--- config.mk ---
export PLATFORM = sky130hd
export DESIGN_NAME = usb_event_block
export DESIGN_NICKNAME = d
export VERILOG_FILES = /design/src/design/event_flag.v /design/src/design/poll_timer.v /design/src/design/usb_event_block.v
export VERILOG_INCLUDE_DIRS = /design/src /design/src/design
export SDC_FILE = /design/constraint.sdc
export NUM_CORES = 1
export LEC_CHECK = 0
export ABC_AREA = 0
export BUFFER_PORTS_ARGS = -buffer_cell sky130_fd_sc_hd__buf_2
export CORE_ASPECT_RATIO = 1.4
export CORE_UTILIZATION = 35
export CTS_BUF_LIST = sky130_fd_sc_hd__clkbuf_4 sky130_fd_sc_hd__clkbuf_8 sky130_fd_sc_hd__clkbuf_16
export CTS_CLUSTER_DIAMETER = 150
export DETAILED_ROUTE_END_ITERATION = 8
export SYNTH_ARGS = -nofsm -noshare
export SYNTH_HDL_FRONTEND = slang
export SYNTH_SLANG_ARGS = --single-unit
export TNS_END_PERCENT = 50
--- constraint.sdc ---
create_clock -name i_clk -period 6.83 [get_ports i_clk]
set_clock_uncertainty 0.2 [all_clocks]
set_input_delay 0 -clock i_clk [delete_from_list [all_inputs] [get_ports i_clk]]
set_output_delay 0 -clock i_clk [all_outputs]
set_load 0.02 [all_outputs]
--- src/design/usb_event_defines.vh ---
`ifndef USB_EVENT_DEFINES_VH
`define USB_EVENT_DEFINES_VH
// ==================================================
// register byte addresses
`define ADDR_EVENT_CTRL_STATUS 12'h000
`define ADDR_RX_EP_CONFIG      12'h004
`define ADDR_IRQ_STATUS        12'h008
`define ADDR_IRQ_MASK          12'h00C
`define ADDR_POLL_STATUS       12'h010
// ==================================================
// field positions
`define EN_HI          31
`define EN_LO          24
`define FLAG_HI        23
`define FLAG_LO        16
`define RXEP_HI        7
`define RXEP_LO        0
`define INTERV_HI      15
`define INTERV_LO      8
`define SPEED_HI       7
`define SPEED_LO       6
`define PROTO_HI       5
`define PROTO_LO       4
`define TARGET_EP_HI   3
`define TARGET_EP_LO   0
// ==================================================
// reset values
`define EN_RESET       8'h06
`define RXEP_RESET     8'hFE
`define RXCFG_RESET    16'h0000
// ==================================================
// encodings
`define SPEED_LOW      2'b11
`define SPEED_FULL     2'b10
`define SPEED_HIGH     2'b01
`define PROTO_INTR     2'b11
`define PROTO_BULK     2'b10
`define PROTO_ISO      2'b01
`define PROTO_CTRL     2'b00
`define EXP_MAX        8'h10
// ==================================================
// timing: 20 MHz clock, one frame tick comes from outside
`define CLK_PERIOD_NS  50
`endif

--- src/design/event_flag.v ---
`timescale 1ns/1ps
`default_nettype none
// ==================================================
// one hardware-set flag: set wins over clear
module event_flag (
   input  wire i_clk,
   input  wire i_arst_n,
   input  wire i_set,
   input  wire i_clear,
   output reg  o_flag
);
   // sticky bit
   always @(posedge i_clk or negedge i_arst_n) begin
      if (!i_arst_n) begin
         o_flag <= 1'b0;
      end else if (i_set) begin
         o_flag <= 1'b1;
      end else if (i_clear) begin
         o_flag <= 1'b0;
      end
   end
endmodule // event_flag
`default_nettype wire

--- src/design/poll_timer.v ---
`timescale 1ns/1ps
`default_nettype none
`include "usb_event_defines.vh"
// ==================================================
// interval / nak-limit counter in frame ticks
module poll_timer (
   input  wire       i_clk,
   input  wire       i_arst_n,
   input  wire       i_frame_tick,
   input  wire       i_restart,
   input  wire [1:0] i_proto,
   input  wire [1:0] i_speed,
   input  wire [7:0] i_interval,
   input  wire       i_nak,
   output reg        o_poll,
   output reg        o_nak_timeout,
   output reg        o_cfg_invalid
);
   reg  [15:0] count;
   reg  [16:0] period;
   reg         use_exp;
   reg         bulk;
   reg         valid;
   wire [4:0]  shift = i_interval[4:0] - 5'd1;

   // decode interval rules per transfer type
   always @* begin
      bulk    = (i_proto == `PROTO_BULK);
      use_exp = (i_proto == `PROTO_ISO) || bulk ||
                ((i_proto == `PROTO_INTR) && (i_speed == `SPEED_HIGH));
      period  = 17'h0_0000;
      valid   = 1'b1;
      if (i_proto == `PROTO_CTRL) begin
         valid = 1'b1;
      end else if (use_exp) begin
         valid  = bulk ? (i_interval <= `EXP_MAX)
                       : (i_interval != 8'h00 && i_interval <= `EXP_MAX);
         period = (i_interval >= 8'h01 && i_interval <= `EXP_MAX) ?
                  (17'h0_0001 << shift) : 17'h0_0001;
      end else begin
         valid  = (i_interval != 8'h00);
         period = {9'h000, i_interval};
      end
   end

   // count frames; nak runs reset on any non-nak reply
   always @(posedge i_clk or negedge i_arst_n) begin
      if (!i_arst_n) begin
         count         <= 16'h0000;
         o_poll        <= 1'b0;
         o_nak_timeout <= 1'b0;
         o_cfg_invalid <= 1'b0;
      end else begin
         o_poll        <= 1'b0;
         o_nak_timeout <= 1'b0;
         o_cfg_invalid <= ~valid;
         if (i_restart || (bulk && !i_nak)) begin
            count <= 16'h0000;
         end else if (i_frame_tick && valid && i_proto != `PROTO_CTRL) begin
            if ({1'b0, count} + 17'h0_0001 >= period) begin
               count <= 16'h0000;
               if (bulk) begin
                  o_nak_timeout <= (i_interval >= 8'h02);
               end else begin
                  o_poll <= 1'b1;
               end
            end else begin
               count <= count + 16'h0001;
            end
         end
      end
   end
endmodule // poll_timer
`default_nettype wire

--- src/design/usb_event_block.v ---
// The register addresses and the APB register port were decided locally.
`timescale 1ns/1ps
`default_nettype none
`include "usb_event_defines.vh"
module usb_event_block #(
   parameter ADDR_W = 12
) (
   input  wire              i_clk,
   input  wire              i_arst_n,
   // apb slave
   input  wire              i_psel,
   input  wire              i_penable,
   input  wire              i_pwrite,
   input  wire [ADDR_W-1:0] i_paddr,
   input  wire [31:0]       i_pwdata,
   input  wire [3:0]        i_pstrb,
   output reg  [31:0]       o_prdata,
   output reg               o_pready,
   output reg               o_pslverr,
   // bus events, one-cycle pulses; host mode and session active are levels
   input  wire              i_host_mode,
   input  wire              i_session_active,
   input  wire              i_vbus_below_valid,
   input  wire              i_session_req_seen,
   input  wire              i_detach_seen,
   input  wire              i_session_end,
   input  wire              i_attach_seen,
   input  wire              i_frame_start,
   input  wire              i_bus_reset_seen,
   input  wire              i_babble_seen,
   input  wire              i_resume_seen,
   input  wire              i_suspend_seen,
   // rx endpoint traffic
   input  wire              i_rx_nak,
   input  wire              i_rx_restart,
   output reg  [1:0]        o_rx_speed,
   output reg  [1:0]        o_rx_proto,
   output reg  [3:0]        o_rx_target_ep,
   output reg               o_rx_poll,
   output reg               o_rx_nak_timeout,
   output reg               o_usb_irq,
   output reg               o_irq
);
   // ==================================================
   // state
   reg  [7:0]  irq_enable;
   reg  [7:0]  rx_ep_irq_enable;
   reg  [15:0] rx_cfg;
   reg  [4:0]  irq_mask;
   reg  [4:0]  irq_status;
   reg  [4:0]  next_irq_status;
   reg  [31:0] next_prdata;
   reg         next_pslverr;
   wire [7:0]  flags;
   wire [7:0]  flag_set;
   wire        poll_pulse;
   wire        nak_pulse;
   wire        cfg_invalid;
   wire        vbus_drop;
   wire        wr_acc;
   wire        rd_acc;

   assign wr_acc = i_psel && i_penable && i_pwrite && !o_pready;
   assign rd_acc = i_psel && i_penable && !i_pwrite && !o_pready;
   assign vbus_drop = i_vbus_below_valid && i_session_active;

   // ==================================================
   // event sources, ordered bit 7 (vbus) down to bit 0 (suspend)
   assign flag_set[7] = vbus_drop;
   assign flag_set[6] = i_session_req_seen;
   assign flag_set[5] = i_host_mode ? i_detach_seen : i_session_end;
   assign flag_set[4] = i_host_mode && i_attach_seen;
   assign flag_set[3] = i_frame_start;
   assign flag_set[2] = i_host_mode ? i_babble_seen : i_bus_reset_seen;
   assign flag_set[1] = i_resume_seen;
   assign flag_set[0] = i_suspend_seen;

   // flags clear when software reads the register; a set in that cycle wins
   genvar g;
   generate
      for (g = 0; g < 8; g = g + 1) begin : g_flag
         event_flag u_flag (
            .i_clk    (i_clk),
            .i_arst_n (i_arst_n),
            .i_set    (flag_set[g]),
            .i_clear  (rd_acc && i_paddr == `ADDR_EVENT_CTRL_STATUS),
            .o_flag   (flags[g])
         );
      end
   endgenerate

   // ==================================================
   // receive interval timer
   poll_timer u_poll (
      .i_clk         (i_clk),
      .i_arst_n      (i_arst_n),
      .i_frame_tick  (i_frame_start),
      .i_restart     (i_rx_restart),
      .i_proto       (rx_cfg[`PROTO_HI:`PROTO_LO]),
      .i_speed       (rx_cfg[`SPEED_HI:`SPEED_LO]),
      .i_interval    (rx_cfg[`INTERV_HI:`INTERV_LO]),
      .i_nak         (i_rx_nak),
      .o_poll        (poll_pulse),
      .o_nak_timeout (nak_pulse),
      .o_cfg_invalid (cfg_invalid)
   );

   // ==================================================
   // block interrupt status: poll, nak timeout, bad config,
   // reserved speed code, usb event irq
   always @* begin
      next_irq_status = irq_status;
      if (wr_acc && i_paddr == `ADDR_IRQ_STATUS && i_pstrb[0]) begin
         next_irq_status = irq_status & ~i_pwdata[4:0]; // write one clears
      end
      next_irq_status = next_irq_status | {
         |(flags & irq_enable),
         rx_cfg[`SPEED_HI:`SPEED_LO] == 2'b00 &&
            rx_cfg[`PROTO_HI:`PROTO_LO] != `PROTO_CTRL,
         cfg_invalid, nak_pulse, poll_pulse};            // set wins
   end

   // ==================================================
   // register writes, byte strobes honoured
   always @(posedge i_clk or negedge i_arst_n) begin
      if (!i_arst_n) begin
         irq_enable       <= `EN_RESET;
         rx_ep_irq_enable <= `RXEP_RESET;
         rx_cfg           <= `RXCFG_RESET;
         irq_mask         <= 5'h00;
         irq_status       <= 5'h00;
      end else begin
         irq_status <= next_irq_status;
         if (wr_acc && i_paddr == `ADDR_EVENT_CTRL_STATUS) begin
            if (i_pstrb[3]) begin
               irq_enable <= i_pwdata[`EN_HI:`EN_LO];
            end
            if (i_pstrb[0]) begin
               rx_ep_irq_enable <= {i_pwdata[`RXEP_HI:1], 1'b0};
            end
         end else if (wr_acc && i_paddr == `ADDR_RX_EP_CONFIG) begin
            if (i_pstrb[1]) begin
               rx_cfg[15:8] <= i_pwdata[15:8];
            end
            if (i_pstrb[0]) begin
               rx_cfg[7:0] <= i_pwdata[7:0];
            end
         end else if (wr_acc && i_paddr == `ADDR_IRQ_MASK) begin
            if (i_pstrb[0]) begin
               irq_mask <= i_pwdata[4:0];
            end
         end
      end
   end

   // ==================================================
   // read mux; unmapped addresses answer pslverr with zero data
   always @* begin
      next_prdata  = 32'h0000_0000;
      next_pslverr = 1'b0;
      if (i_paddr == `ADDR_EVENT_CTRL_STATUS) begin
         next_prdata = {irq_enable, flags, 8'h00, rx_ep_irq_enable};
      end else if (i_paddr == `ADDR_RX_EP_CONFIG) begin
         next_prdata = {16'h0000, rx_cfg};
      end else if (i_paddr == `ADDR_IRQ_STATUS) begin
         next_prdata = {27'h000_0000, irq_status};
      end else if (i_paddr == `ADDR_IRQ_MASK) begin
         next_prdata = {27'h000_0000, irq_mask};
      end else if (i_paddr == `ADDR_POLL_STATUS) begin
         next_prdata = {30'h0000_0000, cfg_invalid, o_rx_poll};
      end else begin
         next_pslverr = 1'b1;
      end
   end

   // ==================================================
   // one wait state: pready for one cycle in the access phase
   always @(posedge i_clk or negedge i_arst_n) begin
      if (!i_arst_n) begin
         o_prdata         <= 32'h0000_0000;
         o_pready         <= 1'b0;
         o_pslverr        <= 1'b0;
         o_rx_speed       <= 2'b00;
         o_rx_proto       <= 2'b00;
         o_rx_target_ep   <= 4'h0;
         o_rx_poll        <= 1'b0;
         o_rx_nak_timeout <= 1'b0;
         o_usb_irq        <= 1'b0;
         o_irq            <= 1'b0;
      end else begin
         o_pready  <= i_psel && i_penable && !o_pready;
         o_pslverr <= i_psel && i_penable && !o_pready && next_pslverr;
         if (rd_acc) begin
            o_prdata <= next_prdata;
         end
         o_rx_speed       <= rx_cfg[`SPEED_HI:`SPEED_LO];
         o_rx_proto       <= rx_cfg[`PROTO_HI:`PROTO_LO];
         o_rx_target_ep   <= rx_cfg[`TARGET_EP_HI:`TARGET_EP_LO];
         o_rx_poll        <= poll_pulse;
         o_rx_nak_timeout <= nak_pulse;
         // level irq: any enabled event flag
         o_usb_irq <= |(flags & irq_enable);
         o_irq     <= |(next_irq_status & irq_mask);
      end
   end
endmodule // usb_event_block
`default_nettype wire

==> run metrics <==
Rows between 50 and 60; Worst Path Arrival 4860 ps; drt total wl 14,400 um; CP required 6920 ps; Clock transition at path regs ~50 ps; Gate Count Post-Synth around 550; Comb pwr share roughly 5.3%; drt pass-1 iters 4; minimum clock period 4770 ps; Fin. Hold Viols 0; Leakage 3.66 nW; worst skew pair latency 410 ps; drc violations 0; prevailing post-synth register cell dfrtp_1; largest area contributor in the netlist dfrtp_1; share of cells above drive strength 1 26.6%; register area share after synthesis about half; CP Max Fanout 19; vias about 4,800; Overall Global Routing Usage a little under a fifth; post-synthesis async set-or-reset flop share 100%; Synth top area share 47.2%; Post-synth EDFFs 0; Sw Ratio a little over a fifth; Final Net Count 803; Pins Over Slew Limit 0; slowest cell delay on critical path roughly 650 ps; synth-to-layout area growth 35.2%; global route total overflow 0; fmax 210 MHz; Critical Path Sink Type register; critical path class reg -> reg; Worst VDD drop roughly 0.19 mV; detailed router's first-iteration violation count ~360; vias per inst ~5.2; PD cells around 230 mW/mm^2; slowest stage cell, crit path nor2_1; PortBufs between 100 and 150; most common cell after layout, fill and taps aside dfrtp_1; number of global-route vias before repair 4,752; core area between 0.015 and 0.02 mm^2; Worst R2R Setup Slack between 2000 and 2500 ps; Top delay family on crit path simple AND/OR/NAND/NOR gates; largest net degree at the start of global routing 68; Antenna diodes 0; CTS tree done; width of the die 109 um; Max Used Layer met4; Yosys warnings 0; WL per Instance around 16 um; Worst setup SP type register; Clock Root Buffer clkbuf_16; Routability Congestion slightly above 0.8; Synth Register Bits approximately 110; met3 WL post-DR ~580 um; final worst-path cycle share a little over two thirds; setup TNS 0 ps; status complete, no violations; HP Class in -> reg; Post-Syn Area between 0.005 and 0.006 mm^2; DRT antenna net count 0; fillers about 1,400; HPWL Detailed about 10,000 um; clock sink count 114; CTS max path bufs 2; P_int approximately 1.4 mW; RSZ-0062 raised after global routing no; Synth Net Count 640; die area approximately 0.016 mm^2; clock group share of total power around 56%; antenna violations before repair 0; most frequent cells in the layout 105 x dfrtp_1, 103 x nand2_1, 102 x buf_2; Die Y roughly 150 um; Starting Density a little over a third; Critical Path, Cell by Cell inv_1 -> ha_1 -> nor2_1 -> a211oi_1 -> and3b_1 -> a32oi_1 -> or2_2 -> ha_1 -> a21oi_1 -> nor2b_1 -> o21ai_0 -> a41o_1 -> nor2b_1 -> nor4_1 -> dlygate4sd3_1; relative slew slack about 27%; count of cell types in the netlist 60; H-tree Lvls 4; CTS Buf Count 17; post-CTS sizing 0; wire length on met2 7710 um; Power Total approximately 1.8 mW; Avg Inst Size Synth around 10 um^2; slew at the pin closest to its max-slew limit 1090 ps; Seq pwr share about two fifths; IO Pins around 110; number of max-cap violations 0; Finish-stage setup viols 0; global-route wire length before repair 23,400 um; dominant cells by area after synthesis dfrtp_1 47%, nand2_1 6.9%, mux2_2 6.7%, ha_1 4.7%, dfstp_2 4.2%; NetSw 0.380 mW; postcts setup bufs 0; M1 WL 5740 um; WP buf/inv 2
[cells in the mapped netlist, types with 7 or more instances]
cell type and count:
a21oi_1 12, a221oi_1 7, a22oi_1 7, a31oi_1 9, and3_1 9, clkbuf_1 13
dfrtp_1 105, dfstp_2 9, ha_1 21, inv_1 18, mux2_2 33, nand2_1 103
nand3_1 38, nand4_1 8, nor2_1 32, o21ai_0 23, or2_2 7, xnor2_1 9
[metrics by stage]
stage               std cells  setup slack [ps]  instance area (um^2)  utilization (%)  hold slack [ps]
floorplan                 552              3260                  5570                -             -496
global placement          834              2850                  6270             40.3             -152
detailed placement        834              2640                  6270             40.3             -141
CTS                       924              2160                  7530             48.4             11.5
global route              924              1780                  7530             48.4             60.3
finish                    924              2060                  7530             48.4             53.6
[worst min-delay path: stages]
cell,delay [ps]
buf_2,100
nand3_1,150
nor2_2,140
mux2_2,240
[flip-flops by register name, summed over array words and instances, names as in the netlist]
signal	flops
g_flag.u_flag.o_flag	8
irq_enable	8
irq_mask	5
irq_status	5
o_irq	1
o_prdata	32
o_pready	1
o_pslverr	1
o_rx_nak_timeout	1
o_rx_poll	1
o_rx_proto	2
o_rx_speed	2
o_rx_target_ep	4
o_usb_irq	1
rx_cfg	16
rx_ep_irq_enable	7
u_poll.count	16
u_poll.o_cfg_invalid	1
u_poll.o_nak_timeout	1
u_poll.o_poll	1
[cell families (layout without fill, tap and decap cells)]
group	Yosys count	after routing	synth area share, %
compound gates	90	90	11.0
xor+xnor	12	12	1.89
buf+inv	39	215	2.83
simple gates	238	238	20.6
mux	37	37	7.40
fa+ha+maj	21	21	4.72
flops	114	114	51.4
other cells	1	1	0.0674
[power groups by stage]
stage                     sequential, mW  combinational, mW  clock, mW
after detailed placement           0.696             0.0708          0
after global routing               0.684              0.106       1.04
after global placement             0.695             0.0697          0
final                              0.684             0.0942      0.983
after floorplan                    0.700             0.0209          0
after CTS                          0.684             0.0950      0.997
[routing by layer]
metal | track usage, % | vias to the layer above
met4 | 8.24 | 0
met2 | 33.2 | 133
li1 | - | 2297
met5 | 0 | -
met3 | 4.04 | 31
met1 | 21.1 | 2345
[repair_timing]
action                     in CTS  in global routing
hold buffers                   58                  0
hold endpoints to repair      124                  0
setup endpoints to repair       0                  0
[worst paths after layout]
check | end | from | cells after the start
max in group asynchronous | o_prdata[9] | i_arst_n | 4
max | u_poll.o_poll | rx_cfg[4] | 15
max reg2reg | u_poll.o_poll | rx_cfg[4] | 15
min reg2reg | o_rx_poll | u_poll.o_poll | 0
min | rx_cfg[10] | i_pstrb[1] | 4
min in group asynchronous | rx_ep_irq_enable[2] | i_arst_n | 3
[area by class of cell]
| class | count | area, um^2 | area share [%] |
|---|---|---|---|
| clock buffers | 18 | 433 | 5.75 |
| well taps | 196 | 245 | 3.26 |
| clock inverters | 14 | 226 | 3.01 |
| repair buffers | 165 | 1150 | 15.2 |
| multi-input cells | 399 | 2540 | 33.8 |
| inverters | 18 | 67.6 | 0.898 |
| flip-flops and latches | 114 | 2860 | 38.0 |
(Power assumes the default switching activity.)
